### config.mk
export PLATFORM = sky130hd
export DESIGN_NAME = uart_receiver_wakeup
export DESIGN_NICKNAME = d
export VERILOG_FILES = /design/src/hw/uart_rx_pkg.sv /design/src/hw/uart_receiver_wakeup.sv
export SDC_FILE = /design/constraint.sdc
export NUM_CORES = 1
export LEC_CHECK = 0
export BUFFER_PORTS_ARGS = -buffer_cell sky130_fd_sc_hd__buf_2
export CELL_PAD_IN_SITES_DETAIL_PLACEMENT = 1
export CELL_PAD_IN_SITES_GLOBAL_PLACEMENT = 2
export CORE_ASPECT_RATIO = 0.6
export CORE_UTILIZATION = 41
export CTS_CLUSTER_SIZE = 14
export DETAILED_ROUTE_END_ITERATION = 7
export PLACE_DENSITY_LB_ADDON = 0.1
export RECOVER_POWER = 100
export SLEW_MARGIN = 20
export SYNTH_ARGS = -nofsm -noshare
export SYNTH_HDL_FRONTEND = slang
export SYNTH_SLANG_ARGS = --single-unit
### constraint.sdc
create_clock -name core_clk -period 3.01 [get_ports core_clk]
set_clock_uncertainty 0.2 [all_clocks]
set_input_delay 0.602 -clock core_clk [delete_from_list [all_inputs] [get_ports core_clk]]
set_output_delay 0.602 -clock core_clk [all_outputs]
set_load 0.01 [all_outputs]
### src/hw/uart_rx_pkg.sv
// Constants shared by the serial receiver with wakeup
package uart_rx_pkg;
  // Register indices on the plain register port
  localparam logic [2:0] CTRL_ONE_OFS = 3'h0;
  localparam logic [2:0] CTRL_TWO_OFS = 3'h1;
  localparam logic [2:0] STATUS_ONE_OFS = 3'h2;
  localparam logic [2:0] CTRL_THREE_OFS = 3'h3;
  localparam logic [2:0] DATA_PORT_OFS = 3'h4;
  localparam logic [2:0] BAUD_DIV_OFS = 3'h5;
  // control_reg_one fields
  localparam int C1_NINE_BIT = 0;
  localparam int C1_EXIT_METHOD = 1;
  localparam int C1_QUIET_START = 2;
  localparam int C1_INVERT = 3;
  localparam int C1_IDLE_SLEEP = 4;
  // control_reg_two fields
  localparam int C2_ENABLE = 0;
  localparam int C2_SLEEP = 1;
  // status_reg_one fields
  localparam int S1_PARITY = 0;
  localparam int S1_FRAMING = 1;
  localparam int S1_NOISE = 2;
  localparam int S1_OVERRUN = 3;
  localparam int S1_QUIET = 4;
  localparam int S1_FULL = 5;
  // control_reg_three fields
  localparam int C3_NINTH = 0;
  // Reset values
  localparam logic [7:0] CTRL_ONE_RST = 8'h00;
  localparam logic [7:0] CTRL_TWO_RST = 8'h00;
  localparam logic [7:0] BAUD_DIV_RST = 8'h1a;
  // Sample phases, RT1 is code 0
  localparam logic [3:0] PH_RT3 = 4'h2;
  localparam logic [3:0] PH_RT5 = 4'h4;
  localparam logic [3:0] PH_RT7 = 4'h6;
  localparam logic [3:0] PH_RT8 = 4'h7;
  localparam logic [3:0] PH_RT9 = 4'h8;
  localparam logic [3:0] PH_RT10 = 4'h9;
  localparam logic [3:0] PH_RT16 = 4'hf;
  localparam int SAMPLES_PER_BIT = 16;
  localparam int IDLE_BITS_8 = 10;
  localparam int IDLE_BITS_9 = 11;
  localparam logic [7:0] IDLE_TICKS_8 = 8'(SAMPLES_PER_BIT * IDLE_BITS_8);
  localparam logic [7:0] IDLE_TICKS_9 = 8'(SAMPLES_PER_BIT * IDLE_BITS_9);
  typedef enum logic [1:0] {
    S_SEARCH = 2'b00,
    S_START = 2'b01,
    S_BITS = 2'b10
  } rx_state_type;
endpackage

### src/hw/uart_receiver_wakeup.sv
// Serial receiver with majority sampling, status flags and sleep wakeup
// Behaviour
// - Frame is start 0, 8/9 data LSB-first, stop 1
// - Invert input option; receive only when enabled
// - Stop received, buffer empty: store, set full
// - Full already: set overrun, drop new character
// - Sample at 16x; edge is 0 after three 1s
// - Start valid if two of RT3/5/7 zero
// - Each bit is majority of RT8/9/10
// - Start bit counts 0 once check passed
// - Any disagreeing sample sets noise on transfer
// - Every 0 after three 1s resynchronises sample phase
// - Framing error, not break: preload three ones
// - Framing flag set blocks transfer, shifting continues
// - Sleep suppresses flags except quiet if allowed and those of an exit method 1 wake character
// - Exit method 0: idle character time wakes
// - Quiet flag on wake idle only if allowed
// - Quiet count start after start or stop
// - Exit method 1: MSB one wakes, received
// - Full clears on status read then data read
// - Error flags set with full, never on overrun
// - Ninth bit goes to ninth_rx_bit
module uart_receiver_wakeup (
  // Clock and reset
  input wire logic core_clk,
  input wire logic reset_n,
  // Serial line
  input wire logic serial_input,
  // Register port
  input wire logic [2:0] reg_addr,
  input wire logic [7:0] reg_wdata,
  input wire logic reg_wr,
  input wire logic reg_rd,
  output logic [7:0] reg_rdata
);
  logic [7:0] ctrl_one_reg;
  logic [7:0] baud_reg;
  logic receiver_enable_reg;
  logic rx_sleep_reg;
  logic [1:0] rx_sync_reg;
  logic [7:0] div_cnt_reg;
  logic tick_reg;
  logic [2:0] hist_reg;
  uart_rx_pkg::rx_state_type state_reg;
  logic [3:0] phase_reg;
  logic [3:0] bit_idx_reg;
  logic [1:0] zero_cnt_reg;
  logic [1:0] ones_cnt_reg;
  logic frame_noise_reg;
  logic [8:0] shift_reg;
  logic done_reg;
  logic stop_bit_reg;
  logic [7:0] idle_cnt_reg;
  logic idle_hit_reg;
  logic [7:0] data_reg;
  logic ninth_rx_bit_reg;
  logic rx_full_flag_reg;
  logic overrun_flag_reg;
  logic noise_flag_reg;
  logic framing_error_flag_reg;
  logic quiet_line_flag_reg;
  logic quiet_armed_reg;
  logic status_seen_reg;

  logic nine_bit;
  logic rx_level;
  logic edge_det;
  logic [1:0] zeros_now;
  logic [1:0] ones_now;
  logic [3:0] stop_idx;
  logic is_break;
  logic [7:0] idle_thr;
  logic msb;
  logic wake_addr;
  logic clear_now;
  logic [7:0] status_byte;

  assign nine_bit = ctrl_one_reg[uart_rx_pkg::C1_NINE_BIT];
  assign rx_level = rx_sync_reg[1] ^ ctrl_one_reg[uart_rx_pkg::C1_INVERT];
  // edge is a 0 after three 1s
  assign edge_det = tick_reg && hist_reg == 3'b111 && !rx_level;
  assign zeros_now = zero_cnt_reg + {1'b0, !rx_level};
  assign ones_now = ones_cnt_reg + {1'b0, rx_level};
  // stop bit index follows frame length
  assign stop_idx = nine_bit ? 4'h9 : 4'h8;
  assign is_break = (shift_reg & (nine_bit ? 9'h1ff : 9'h0ff)) == 9'h000;
  assign idle_thr = nine_bit ? uart_rx_pkg::IDLE_TICKS_9
                             : uart_rx_pkg::IDLE_TICKS_8;
  assign msb = nine_bit ? shift_reg[8] : shift_reg[7];
  assign wake_addr = done_reg && rx_sleep_reg && msb
                     && ctrl_one_reg[uart_rx_pkg::C1_EXIT_METHOD];
  // second step of the clear sequence
  assign clear_now = reg_rd && reg_addr == uart_rx_pkg::DATA_PORT_OFS
                     && status_seen_reg;

  // Pin crossing into the core clock
  always_ff @(posedge core_clk or negedge reset_n) begin
    if (!reset_n) begin
      rx_sync_reg <= 2'b11;
    end else begin
      rx_sync_reg <= {rx_sync_reg[0], serial_input};
    end
  end

  // Software controls
  always_ff @(posedge core_clk or negedge reset_n) begin
    if (!reset_n) begin
      ctrl_one_reg <= uart_rx_pkg::CTRL_ONE_RST;
      baud_reg <= uart_rx_pkg::BAUD_DIV_RST;
      receiver_enable_reg <= 1'b0;
      rx_sleep_reg <= 1'b0;
    end else begin
      if (reg_wr && reg_addr == uart_rx_pkg::CTRL_ONE_OFS) begin
        ctrl_one_reg <= reg_wdata;
      end
      if (reg_wr && reg_addr == uart_rx_pkg::BAUD_DIV_OFS) begin
        baud_reg <= reg_wdata;
      end
      if (reg_wr && reg_addr == uart_rx_pkg::CTRL_TWO_OFS) begin
        receiver_enable_reg <= reg_wdata[uart_rx_pkg::C2_ENABLE];
        rx_sleep_reg <= reg_wdata[uart_rx_pkg::C2_SLEEP];
      end
      if (idle_hit_reg && !ctrl_one_reg[uart_rx_pkg::C1_EXIT_METHOD]) begin
        rx_sleep_reg <= 1'b0;
      end
      if (wake_addr) begin
        rx_sleep_reg <= 1'b0;
      end
    end
  end

  // 16x sample enable; divisor is 8 bits, so slow rates need a slower clock
  always_ff @(posedge core_clk or negedge reset_n) begin
    if (!reset_n) begin
      div_cnt_reg <= 8'h00;
      tick_reg <= 1'b0;
    end else if (div_cnt_reg == 8'h00) begin
      div_cnt_reg <= baud_reg;
      tick_reg <= receiver_enable_reg;
    end else begin
      div_cnt_reg <= div_cnt_reg - 8'h01;
      tick_reg <= 1'b0;
    end
  end

  // Frame sequencer
  always_ff @(posedge core_clk or negedge reset_n) begin
    if (!reset_n) begin
      hist_reg <= 3'b000;
      state_reg <= uart_rx_pkg::S_SEARCH;
      phase_reg <= 4'h0;
      bit_idx_reg <= 4'h0;
      zero_cnt_reg <= 2'b00;
      ones_cnt_reg <= 2'b00;
      frame_noise_reg <= 1'b0;
      shift_reg <= 9'h000;
      done_reg <= 1'b0;
      stop_bit_reg <= 1'b1;
    end else if (!receiver_enable_reg) begin
      hist_reg <= 3'b000;
      state_reg <= uart_rx_pkg::S_SEARCH;
      done_reg <= 1'b0;
    end else begin
      done_reg <= 1'b0;
      if (tick_reg) begin
        hist_reg <= {hist_reg[1:0], rx_level};
        phase_reg <= edge_det ? 4'h0 : phase_reg + 4'h1;
        unique case (state_reg)
          uart_rx_pkg::S_SEARCH: begin
            if (edge_det) begin
              state_reg <= uart_rx_pkg::S_START;
              zero_cnt_reg <= 2'b00;
              ones_cnt_reg <= 2'b00;
              frame_noise_reg <= 1'b0;
            end
          end
          uart_rx_pkg::S_START: begin
            // start check at RT3, RT5, RT7
            if (phase_reg == uart_rx_pkg::PH_RT3 ||
                phase_reg == uart_rx_pkg::PH_RT5) begin
              zero_cnt_reg <= zeros_now;
            end
            if (phase_reg == uart_rx_pkg::PH_RT7) begin
              frame_noise_reg <= zeros_now != 2'b11;
              if (zeros_now < 2'b10) begin
                state_reg <= uart_rx_pkg::S_SEARCH;
              end
            end
            if (phase_reg == uart_rx_pkg::PH_RT8 ||
                phase_reg == uart_rx_pkg::PH_RT9) begin
              ones_cnt_reg <= ones_now;
            end
            // start stays 0; any 1 is noise
            if (phase_reg == uart_rx_pkg::PH_RT10) begin
              ones_cnt_reg <= 2'b00;
              if (ones_now != 2'b00) begin
                frame_noise_reg <= 1'b1;
              end
            end
            if (phase_reg == uart_rx_pkg::PH_RT16) begin
              state_reg <= uart_rx_pkg::S_BITS;
              bit_idx_reg <= 4'h0;
            end
          end
          uart_rx_pkg::S_BITS: begin
            if (phase_reg == uart_rx_pkg::PH_RT8 ||
                phase_reg == uart_rx_pkg::PH_RT9) begin
              ones_cnt_reg <= ones_now;
            end
            if (phase_reg == uart_rx_pkg::PH_RT10) begin
              ones_cnt_reg <= 2'b00;
              if (^ones_now) begin
                frame_noise_reg <= 1'b1;
              end
              if (bit_idx_reg == stop_idx) begin
                state_reg <= uart_rx_pkg::S_SEARCH;
                done_reg <= 1'b1;
                stop_bit_reg <= ones_now[1];
                // refill history after a framing error
                if (!ones_now[1] && !is_break) begin
                  hist_reg <= 3'b111;
                end
              end else begin
                shift_reg[bit_idx_reg] <= ones_now[1];
              end
            end
            if (phase_reg == uart_rx_pkg::PH_RT16) begin
              bit_idx_reg <= bit_idx_reg + 4'h1;
            end
          end
          default: begin
            state_reg <= uart_rx_pkg::S_SEARCH;
          end
        endcase
      end
    end
  end

  // Idle line timing
  always_ff @(posedge core_clk or negedge reset_n) begin
    if (!reset_n) begin
      idle_cnt_reg <= 8'h00;
      idle_hit_reg <= 1'b0;
    end else begin
      idle_hit_reg <= 1'b0;
      if (!receiver_enable_reg || (tick_reg && !rx_level)) begin
        idle_cnt_reg <= 8'h00;
      // where counting starts
      // Saturate at the limit so a format change cannot wrap the count
      end else if (tick_reg && idle_cnt_reg < idle_thr &&
                   (!ctrl_one_reg[uart_rx_pkg::C1_QUIET_START] ||
                    state_reg == uart_rx_pkg::S_SEARCH)) begin
        idle_cnt_reg <= idle_cnt_reg + 8'h01;
        idle_hit_reg <= idle_cnt_reg + 8'h01 == idle_thr;
      end
    end
  end

  // Receive buffer and flags; a set in the clearing cycle wins
  always_ff @(posedge core_clk or negedge reset_n) begin
    if (!reset_n) begin
      data_reg <= 8'h00;
      ninth_rx_bit_reg <= 1'b0;
      rx_full_flag_reg <= 1'b0;
      overrun_flag_reg <= 1'b0;
      noise_flag_reg <= 1'b0;
      framing_error_flag_reg <= 1'b0;
      quiet_line_flag_reg <= 1'b0;
      quiet_armed_reg <= 1'b0;
      status_seen_reg <= 1'b0;
    end else begin
      if (reg_rd && reg_addr == uart_rx_pkg::STATUS_ONE_OFS &&
          (rx_full_flag_reg || quiet_line_flag_reg)) begin
        status_seen_reg <= 1'b1;
      end
      if (clear_now) begin
        status_seen_reg <= 1'b0;
        rx_full_flag_reg <= 1'b0;
        overrun_flag_reg <= 1'b0;
        noise_flag_reg <= 1'b0;
        framing_error_flag_reg <= 1'b0;
        quiet_line_flag_reg <= 1'b0;
      end
      if (done_reg && (!rx_sleep_reg || wake_addr) &&
          !framing_error_flag_reg) begin
        if (rx_full_flag_reg && !clear_now) begin
          overrun_flag_reg <= 1'b1;
        end else begin
          data_reg <= nine_bit ? shift_reg[7:0] : shift_reg[7:0];
          ninth_rx_bit_reg <= nine_bit & shift_reg[8];
          rx_full_flag_reg <= 1'b1;
          quiet_armed_reg <= 1'b1;
          noise_flag_reg <= frame_noise_reg;
          framing_error_flag_reg <= !stop_bit_reg;
        end
      end
      // quiet flag only when sleep allows it
      if (idle_hit_reg && quiet_armed_reg &&
          (!rx_sleep_reg || ctrl_one_reg[uart_rx_pkg::C1_IDLE_SLEEP])) begin
        quiet_line_flag_reg <= 1'b1;
        quiet_armed_reg <= 1'b0;
      end
    end
  end

  always_comb begin
    status_byte = 8'h00;
    status_byte[uart_rx_pkg::S1_FRAMING] = framing_error_flag_reg;
    status_byte[uart_rx_pkg::S1_NOISE] = noise_flag_reg;
    status_byte[uart_rx_pkg::S1_OVERRUN] = overrun_flag_reg;
    status_byte[uart_rx_pkg::S1_QUIET] = quiet_line_flag_reg;
    status_byte[uart_rx_pkg::S1_FULL] = rx_full_flag_reg;
  end

  // Read data stands one cycle, zero otherwise
  always_ff @(posedge core_clk or negedge reset_n) begin
    if (!reset_n) begin
      reg_rdata <= 8'h00;
    end else if (reg_rd) begin
      unique case (reg_addr)
        uart_rx_pkg::CTRL_ONE_OFS: reg_rdata <= ctrl_one_reg;
        uart_rx_pkg::CTRL_TWO_OFS: reg_rdata <= {6'h00, rx_sleep_reg,
                                                 receiver_enable_reg};
        uart_rx_pkg::STATUS_ONE_OFS: reg_rdata <= status_byte;
        uart_rx_pkg::CTRL_THREE_OFS: reg_rdata <= {7'h00, ninth_rx_bit_reg};
        uart_rx_pkg::DATA_PORT_OFS: reg_rdata <= data_reg;
        uart_rx_pkg::BAUD_DIV_OFS: reg_rdata <= baud_reg;
        default: reg_rdata <= 8'h00;
      endcase
    end else begin
      reg_rdata <= 8'h00;
    end
  end
endmodule

# After elaboration in Yosys (flattened, before gate mapping)
# Cells that the tools add are included.
[word_totals]
regBits = 91
latchBits = 0
ramBits = 0
rom_bits = 0
in_bits = 16
output_inout_bits = 8
elab_cells = 216
memories = 0
[classes]
n_addsub = 6
multipliers = 0
n_div = 0
n_lt_le_gt_ge = 4
eq_ne = 32
shift = 0
n_mux = 74
n_bitwise = 5
reduce_logical = 66
[ops]
columns = ["cell", "n"]
rows = [
  ["$pmux 8 s6", 1],
  ["$mux 1", 39],
  ["$mux 8", 4],
  ["$reduce_and 5->1", 5],
  ["$mux 2", 12],
  ["$logic_and 1x1->1", 23],
  ["$mux 3", 6],
  ["$reduce_bool 2->1", 8],
  ["$ne 2x2->1 const B", 7],
  ["$eq 4x3->1 const B", 3],
  ["$eq 4x4->1 const B", 3],
  ["$mux 4", 3],
  ["$reduce_and 6->1", 2],
  ["$logic_not 1->1", 10],
  ["$and 9x9->9", 1],
  ["$bwmux 9", 1],
  ["$eq 3x3->1 const B", 3],
  ["$logic_not 9->1", 1],
  ["$mux 9", 1],
  ["$ne 3x3->1 const B", 3],
  ["$add 4x1->4 const B", 2],
  ["$add 8x1->8 const B", 1],
  ["$eq 8x8->1", 1],
  ["$logic_not 8->1", 1],
  ["other kinds (31)", 46],
]

# Longest topological paths before layout
# Gate-level depths: netlist of the first run.
[depth]
depth_word = 11
mapped_depth = 10
depth_no_buf = 9

# Worst setup path after synthesis of the first run
# OpenSTA, ideal clock, no wires.
[synth_timing]
path_kind = "reg2reg"
startpoint = "register rx_sync_reg[1]"
endpoint = "register frame_noise_reg"
setup_time_ps = 77
arrival_time_ps = 2315
required_time_ps = 2733
slack_ps = 417
stages_incl_launch_ff = 11
n_path_buf = 1
period_less_slack_ps = 2593
path_cell_list = "dfstp_2 xor2_1 ha_1 xor2_1 inv_1 clkbuf_1 ha_1 nand2_1 a221oi_1 a21oi_1 a21oi_1"
[synth_via]
elab_chain_len = 8
elab_cells_between_ends = 15
cone_classes = "add/sub (2); eq/ne (3); mux (4); bitwise (1); reduce/logical (5)"
[synth_rtl]
columns = ["item", "line_no", "rtl"]
rows = [
  ["start, declared", "uart_receiver_wakeup.sv:40", "logic [1:0] rx_sync_reg;"],
  ["start signal, assigned", "uart_receiver_wakeup.sv:101", "rx_sync_reg <= {rx_sync_reg[0], serial_input};"],
  ["$xor 1x1->1 (*)", "uart_receiver_wakeup.sv:79", "assign rx_level = rx_sync_reg[1] ^ ctrl_one_reg[uart_rx_pkg::C1_INVERT];"],
  ["$logic_not 1->1", "uart_receiver_wakeup.sv:81, uart_receiver_wakeup.sv:82", ""],
  ["$add 2x1->2", "uart_receiver_wakeup.sv:82", "assign zeros_now = zero_cnt_reg + {1'b0, !rx_level};"],
  ["$ne 2x2->1", "uart_receiver_wakeup.sv:184", "frame_noise_reg <= zeros_now != 2'b11;"],
  ["$mux 1", "uart_receiver_wakeup.sv:183", "if (phase_reg == uart_rx_pkg::PH_RT7) begin"],
  ["$mux 1", "uart_receiver_wakeup.sv:196", "if (ones_now != 2'b00) begin"],
  ["$mux 1", "uart_receiver_wakeup.sv:194", "if (phase_reg == uart_rx_pkg::PH_RT10) begin"],
  ["$pmux 1 s3", "uart_receiver_wakeup.sv:168", "unique case (state_reg)"],
  ["end signal, assigned", "uart_receiver_wakeup.sv:174", "frame_noise_reg <= 1'b0;"],
  ["end signal, assigned", "uart_receiver_wakeup.sv:184", ""],
  ["end signal, assigned", "uart_receiver_wakeup.sv:197", "frame_noise_reg <= 1'b1;"],
  ["end, declared", "uart_receiver_wakeup.sv:49", "logic frame_noise_reg;"],
]
# Mark *: on every way between the ends. The rest lies on a longest branch, timed or not.
# A chain may end at the register's enable or synchronous reset.

# Worst setup path in the final report of the first run
[layout_timing]
startpoint = "register ctrl_one_reg[0]"
endpoint = "register hist_reg[0]"
[layout_via]
elab_chain_len = 11
elab_cells_between_ends = 13
cone_classes = "eq/ne (1); mux (8); bitwise (1); reduce/logical (3)"
[layout_rtl]
columns = ["item", "line_no", "rtl"]
rows = [
  ["start, declared", "uart_receiver_wakeup.sv:36", "logic [7:0] ctrl_one_reg;"],
  ["start signal, assigned", "uart_receiver_wakeup.sv:108", "ctrl_one_reg <= uart_rx_pkg::CTRL_ONE_RST;"],
  ["start signal, assigned", "uart_receiver_wakeup.sv:114", "ctrl_one_reg <= reg_wdata;"],
  ["$mux 9", "uart_receiver_wakeup.sv:86", "assign is_break = (shift_reg & (nine_bit ? 9'h1ff : 9'h0ff)) == 9'h000;"],
  ["$and 9x9->9", "uart_receiver_wakeup.sv:86", ""],
  ["$logic_not 9->1", "uart_receiver_wakeup.sv:86", ""],
  ["$logic_not 1->1", "uart_receiver_wakeup.sv:220", "if (!ones_now[1] && !is_break) begin"],
  ["$logic_and 1x1->1", "uart_receiver_wakeup.sv:220", ""],
  ["$mux 3", "uart_receiver_wakeup.sv:220", ""],
  ["$mux 3 (*)", "uart_receiver_wakeup.sv:215", "if (bit_idx_reg == stop_idx) begin"],
  ["$mux 3 (*)", "uart_receiver_wakeup.sv:210", "if (phase_reg == uart_rx_pkg::PH_RT10) begin"],
  ["$mux 3 (*)", "uart_receiver_wakeup.sv:168", ""],
  ["$mux 3 (*)", "uart_receiver_wakeup.sv:165", "if (tick_reg) begin"],
  ["$mux 3 (*)", "uart_receiver_wakeup.sv:159", "end else if (!receiver_enable_reg) begin"],
  ["end signal, assigned", "uart_receiver_wakeup.sv:166", "hist_reg <= {hist_reg[1:0], rx_level};"],
  ["end, declared", "uart_receiver_wakeup.sv:43", "logic [2:0] hist_reg;"],
]
# Mark *: on every way between the ends. The rest lies on a longest branch, timed or not. The select of a mux whose other input is x is not followed.

==> results of run 1 <==
path summary, 6_finish.rpt:
path                            startpoint              to  cells past startpoint
min                           serial_input  rx_sync_reg[0]                      1
max reg2reg                ctrl_one_reg[0]     hist_reg[0]                      5
min reg2reg                 rx_sync_reg[0]  rx_sync_reg[1]                      0
max                        ctrl_one_reg[0]     hist_reg[0]                      5
max in group asynchronous          reset_n        tick_reg                      2
min in group asynchronous          reset_n    reg_rdata[5]                      1
metrics by stage:
stage | instances | power [mW] | hold WS (ns) | util | cell area, sq um
finish | 636 | 3.18 | 0.157 | 0.466 | 5260
global route | 636 | 3.35 | 0.147 | 0.466 | 5260
CTS | 636 | 3.22 | 0.117 | 0.475 | 5370
detailed placement | 620 | 2.05 | 0.164 | 0.449 | 5070
global placement | 620 | 2.03 | 0.169 | 0.449 | 5070
floorplan | 446 | 1.85 | 0.106 | - | 4760
power by group:
group	total (mW)	internal (mW)	switching [mW]	leakage [nW]
Sequential	1.52	1.37	0.146	1.19
Clock	1.16	0.667	0.495	0.145
Combinational	0.496	0.216	0.279	1.06
Total	3.18	2.25	0.920	2.40
worst register-to-register path, delay by kind of cell, from the launching register on:
| kind | cells | cell delay [ns] |
|---|---|---|
| AOI/OAI and AO/OA | 2 | 1.01 |
| xor gates and xnor gates | 1 | 0.17 |
| buffers and inverters | 1 | 0.46 |
| DFF | 1 | 0.40 |
| and+or+nand+nor | 1 | 0.41 |
logic make-up after synthesis:
| group | after synthesis | share of synthesized area |
|---|---|---|
| simple gates | 133 | 0.151 |
| buf+inv | 42 | 0.0384 |
| xor+xnor | 11 | 0.0202 |
| flops | 91 | 0.480 |
| compound gates | 103 | 0.146 |
| fa+ha+maj | 19 | 0.0499 |
| mux | 47 | 0.115 |
final cells by class:
class                      count  share of cell area
tap                          160              0.0380
timing repair buffer          32              0.0300
clock buffer                  10              0.0454
sequential                    91               0.434
clock inverter                 6              0.0121
multi-input combinational    313               0.423
inverter                      24              0.0171
per-layer routing:
metal	global-route usage	share of wire	up-vias
met2	0.307	0.40	46
met4	0.0543	0.0070	0
met3	0.0486	0.040	6
met1	0.346	0.55	1804
met5	0	0	-
li1	-	-	1656
cells in the final DEF (no fill, tap or decap), drive strengths merged, types with 5 or more instances in the layout:
cell type	n
nor4	6
xnor2	5
nor2	26
nand2b	9
nor3	8
buf	18
mux2	28
ha	19
o21ai	22
nand2	39
xor2	6
dfrtp	85
a22oi	7
clkbuf	24
dfstp	6
and2	6
a21oi	28
inv	25
a22o	5
mux2i	18
a31oi	12
nand3	11
==> flow_metrics.tcl, run 1 <==
set metrics [dict create \
    endpoint_kind "flip-flop" \
    critPathMaxFanout 8 \
    slew_violations 0 \
    synth_area_leader_cell "dfrtp_1" \
    synth_top_cell_area_share 0.447 \
    h-tree-depth 3 \
    drtIter0Drc 185 \
    max_clock_freq_mhz 369 \
    min_path_type "input pin to flip-flop" \
    fin_setup_tns_ns 0 \
    fin_crit_sh 0.901 \
    via_per_inst 5.52 \
    drv_cap 0 \
    clk_latency_ns 0.34 \
    cts_tree "done" \
    overflow 0 \
    grt_pass1_vias 3635 \
    finalHoldViolCount 0 \
    multi_input_comb_area_sq_mm 0.00223 \
    final.fill_count 1264 \
    drive_gt1_frac 0.155 \
    cp_data_arrival_time_ns 2.79 \
    path_buf_inv 1 \
    layout_min_cycle_time_ns 2.71 \
    fin_nets 506 \
    root_buffer "clkbuf_16" \
    postRouteWirelength_mm 12.2 \
    seqCellArea_sq_mm 0.00228 \
    netlist_top_cells_area "dfrtp_1 (45%), ha_1 (5.0%), mux2_2 (5.0%)" \
    rsz0062_at_grt "no" \
    relSlewSlack 0.159 \
    cts_buffer_depth 2 \
    ys_types 63 \
    ys_seq_area_frac 0.480 \
    synth-seq-cells 91 \
    fin_ws_ns 0.297 \
    cts_setup_buffers 0 \
    vdd_drop_max_mv 0.287 \
    num_rows 30 \
    syn_area_sq_mm 0.00476 \
    powerDensity_mw_per_mm2 603 \
    r2r_slack_ns 0.30 \
    coreArea_sq_mm 0.0113 \
    syn_area_per_cell_sq_um 10.7 \
    grt_pass1_wl_mm 20.1 \
    start_util 0.422 \
    postSynthCellCount 446 \
    diodes 0 \
    slowest_stage "o41ai_1" \
    ant_nets 0 \
    yosysMostFrequentCell "dfrtp_1" \
    ctsHoldBuffers 0 \
    setup_violations 0 \
    required_ns 3.08 \
    cts_made_buffers 9 \
    vias 3512 \
    cts_resized 0 \
    path_clk_slew_ns 0.07 \
    cts_sinks 91 \
    crit_path_max_incr_delay_ns 0.68 \
    grt_antenna_before_repair 0 \
    critPathTopFamily "compound AO/OA/AOI/OAI gates" \
    largest_reg_flops 9 \
    post-place-ws_ns 0.357 \
    portBuffers 23 \
    syn-num-nets 481 \
    status "complete, no violations" \
    dr.pass1.iters 6 \
    crit_chain "clkbuf_1 > xor2_1 > or3_4 > o41ai_1 > o221a_2" \
    die-area_sq_mm 0.0121 \
    power.leakage_nw 2.40 \
    fp.dieW_um 141 \
    worst_pin_slew_ns 1.26 \
    dp_hpwl_mm 8.95 \
    drc_errors 0 \
    gp_congestion 0.804 \
    startpoint_type "flip-flop" \
    post_drt_wl_per_cell_um 19.2 \
    areaGrowthSynthToFinish_pct 10.5 \
    ys_top_cells_by_count "dfrtp_1 (85), nand2_1 (38), a21oi_1 (27)" \
    grt_max_degree 49 \
    die_h_um 85.5 \
    synth_edf_count 0 \
    criticalPathCategory "flip-flop to flip-flop" \
    async_reset_ff_frac 1.00 \
    synth_ff_type "dfrtp_1" \
    grt_usage 0.222 \
    io_pins 24 \
    synth_warnings 0 \
]
(Power assumes the default switching activity.)
==> run 2, diff against run 1 <==
ABC_CLOCK_PERIOD_IN_PS = 3000   (was unset)
clock period = 3 ns   (was 3.01 ns; I/O delays follow)
==> run 2 against run 1 <==
Compared with the run above:
- worst setup slack worse by 0.012 ns
- routed wire length barely moved
- die area is the same
- cell count did not move
- critical path depth stayed put
- critical endpoint is now hist_reg[2]
- highest routed layer unchanged
==> flow_metrics.tcl, run 2 (synthesized netlist as in run 1, its figures left out) <==
set metrics [dict create \
    status "complete, no violations" \
    vias 3441 \
    required_ns 3.08 \
    place_area_sq_mm 0.00507 \
    largest_reg_flops 9 \
    die_h_um 85.5 \
    criticalPathCategory "flip-flop to flip-flop" \
    finalHoldViolCount 0 \
    num_rows 30 \
    rsz0062_at_grt "no" \
    startpoint_type "flip-flop" \
    fin_crit_sh 0.905 \
    cts_buffer_depth 2 \
    grt_max_degree 49 \
    post-place-ws_ns 0.369 \
    grt_antenna_before_repair 1 \
    power.leakage_nw 2.40 \
    drive_gt1_frac 0.151 \
    final_cell_count_no_fill 636 \
    drc_errors 0 \
    areaGrowthSynthToFinish_pct 11.5 \
    fin_util 0.470 \
    fin_ws_ns 0.284 \
    via_per_inst 5.41 \
    seqCellArea_sq_mm 0.00228 \
    cts_made_buffers 9 \
    multi_input_comb_area_sq_mm 0.00222 \
    slew_violations 0 \
    overflow 0 \
    clk_latency_ns 0.34 \
    cts_sinks 91 \
    portBuffers 23 \
    final_common_cell "dfrtp_1" \
    min_path_type "input pin to flip-flop" \
    endpoint_kind "flip-flop" \
    start_util 0.422 \
    root_buffer "clkbuf_16" \
    ctsHoldBuffers 0 \
    place_inst 620 \
    crit_path_max_incr_delay_ns 0.69 \
    critPathMaxFanout 8 \
    max_clock_freq_mhz 368 \
    slowest_stage "o41ai_1" \
    io_pins 24 \
    coreArea_sq_mm 0.0113 \
    dp_hpwl_mm 8.97 \
    cts_resized 0 \
    gp_congestion 0.806 \
    h-tree-depth 3 \
    diodes 0 \
    fin_nets 506 \
    dr.pass1.iters 4 \
    post_drt_wl_per_cell_um 19.2 \
    grt_pass1_wl_mm 20.2 \
    cts_tree "done" \
    cts_setup_buffers 0 \
    setup_violations 0 \
    die-area_sq_mm 0.0121 \
    grt_usage 0.224 \
    cp_data_arrival_time_ns 2.80 \
    finalPower_mw 3.34 \
    final.fill_count 1281 \
    powerDensity_mw_per_mm2 629 \
    layout_min_cycle_time_ns 2.72 \
    crit_chain "clkbuf_1 > xor2_1 > or3_1 > o41ai_1 > o221a_2" \
    fp.dieW_um 141 \
    design_area_sq_mm 0.00531 \
    relSlewSlack 0.126 \
    drtIter0Drc 164 \
    ant_nets 0 \
    postRouteWirelength_mm 12.2 \
    fin_setup_tns_ns 0 \
    grt_pass1_vias 3551 \
    vdd_drop_max_mv 0.340 \
    drv_cap 0 \
    final_cell_mix "dfrtp_1 (85), nand2_1 (39), a21oi_1 (27), nor2_1 (26), inv_1 (24)" \
    worst_pin_slew_ns 1.31 \
    fin_hold_ws_ns 0.157 \
    path_clk_slew_ns 0.07 \
]
[run 2: cell types whose count changed in the layout (fill, tap and decap cells not counted), sizes merged]
cell / delta
buf: -1
bufinv: +2
clkbuf: +1
clkinv: -2
[run 2: power by group]
part           total [mW]  internal, mW  switching [mW]
Clock                1.32         0.818           0.500
Sequential           1.52          1.38           0.141
Combinational       0.504         0.220           0.284
Total                3.34          2.41           0.925
[run 2: per-layer routing]
| metal | up-vias | track usage | wire [um] |
|---|---|---|---|
| met5 | - | 0 | 0 |
| met4 | 0 | 0.0504 | 63 |
| met3 | 5 | 0.0497 | 542 |
| met2 | 40 | 0.287 | 4790 |
| met1 | 1741 | 0.370 | 6810 |
| li1 | 1655 | - | - |
[run 2: worst paths after layout]
check / cells after the start / start / end / slack (ns)
worst min register to register: 0 / rx_sync_reg[0] / rx_sync_reg[1] / 0.19
worst min-delay path: 1 / serial_input / rx_sync_reg[0] / 0.16
worst max register to register: 5 / ctrl_one_reg[0] / hist_reg[2] / 0.28
max in group asynchronous: 2 / reset_n / baud_reg[1] / 1.35
min in group asynchronous: 1 / reset_n / reg_rdata[3] / 0.34
worst max-delay path: 5 / ctrl_one_reg[0] / hist_reg[2] / 0.28
[run 2: area by class of cell]
cell class | count | area share
Sequential cell | 91 | 0.430
Inverter | 24 | 0.0170
Multi-Input combinational cell | 313 | 0.419
Timing Repair Buffer | 32 | 0.0316
Tap cell | 160 | 0.0377
Clock buffer | 10 | 0.0431
Clock inverter | 6 | 0.0214
[run 2: critical path: cells and delay by family (launching register included)]
| family | cells | cell delay, ns |
|---|---|---|
| flip-flops | 1 | 0.42 |
| buffers and inverters | 1 | 0.43 |
| AND/OR/NAND/NOR | 1 | 0.43 |
| XOR/XNOR | 1 | 0.15 |
| AO/OA/AOI/OAI | 2 | 1.01 |
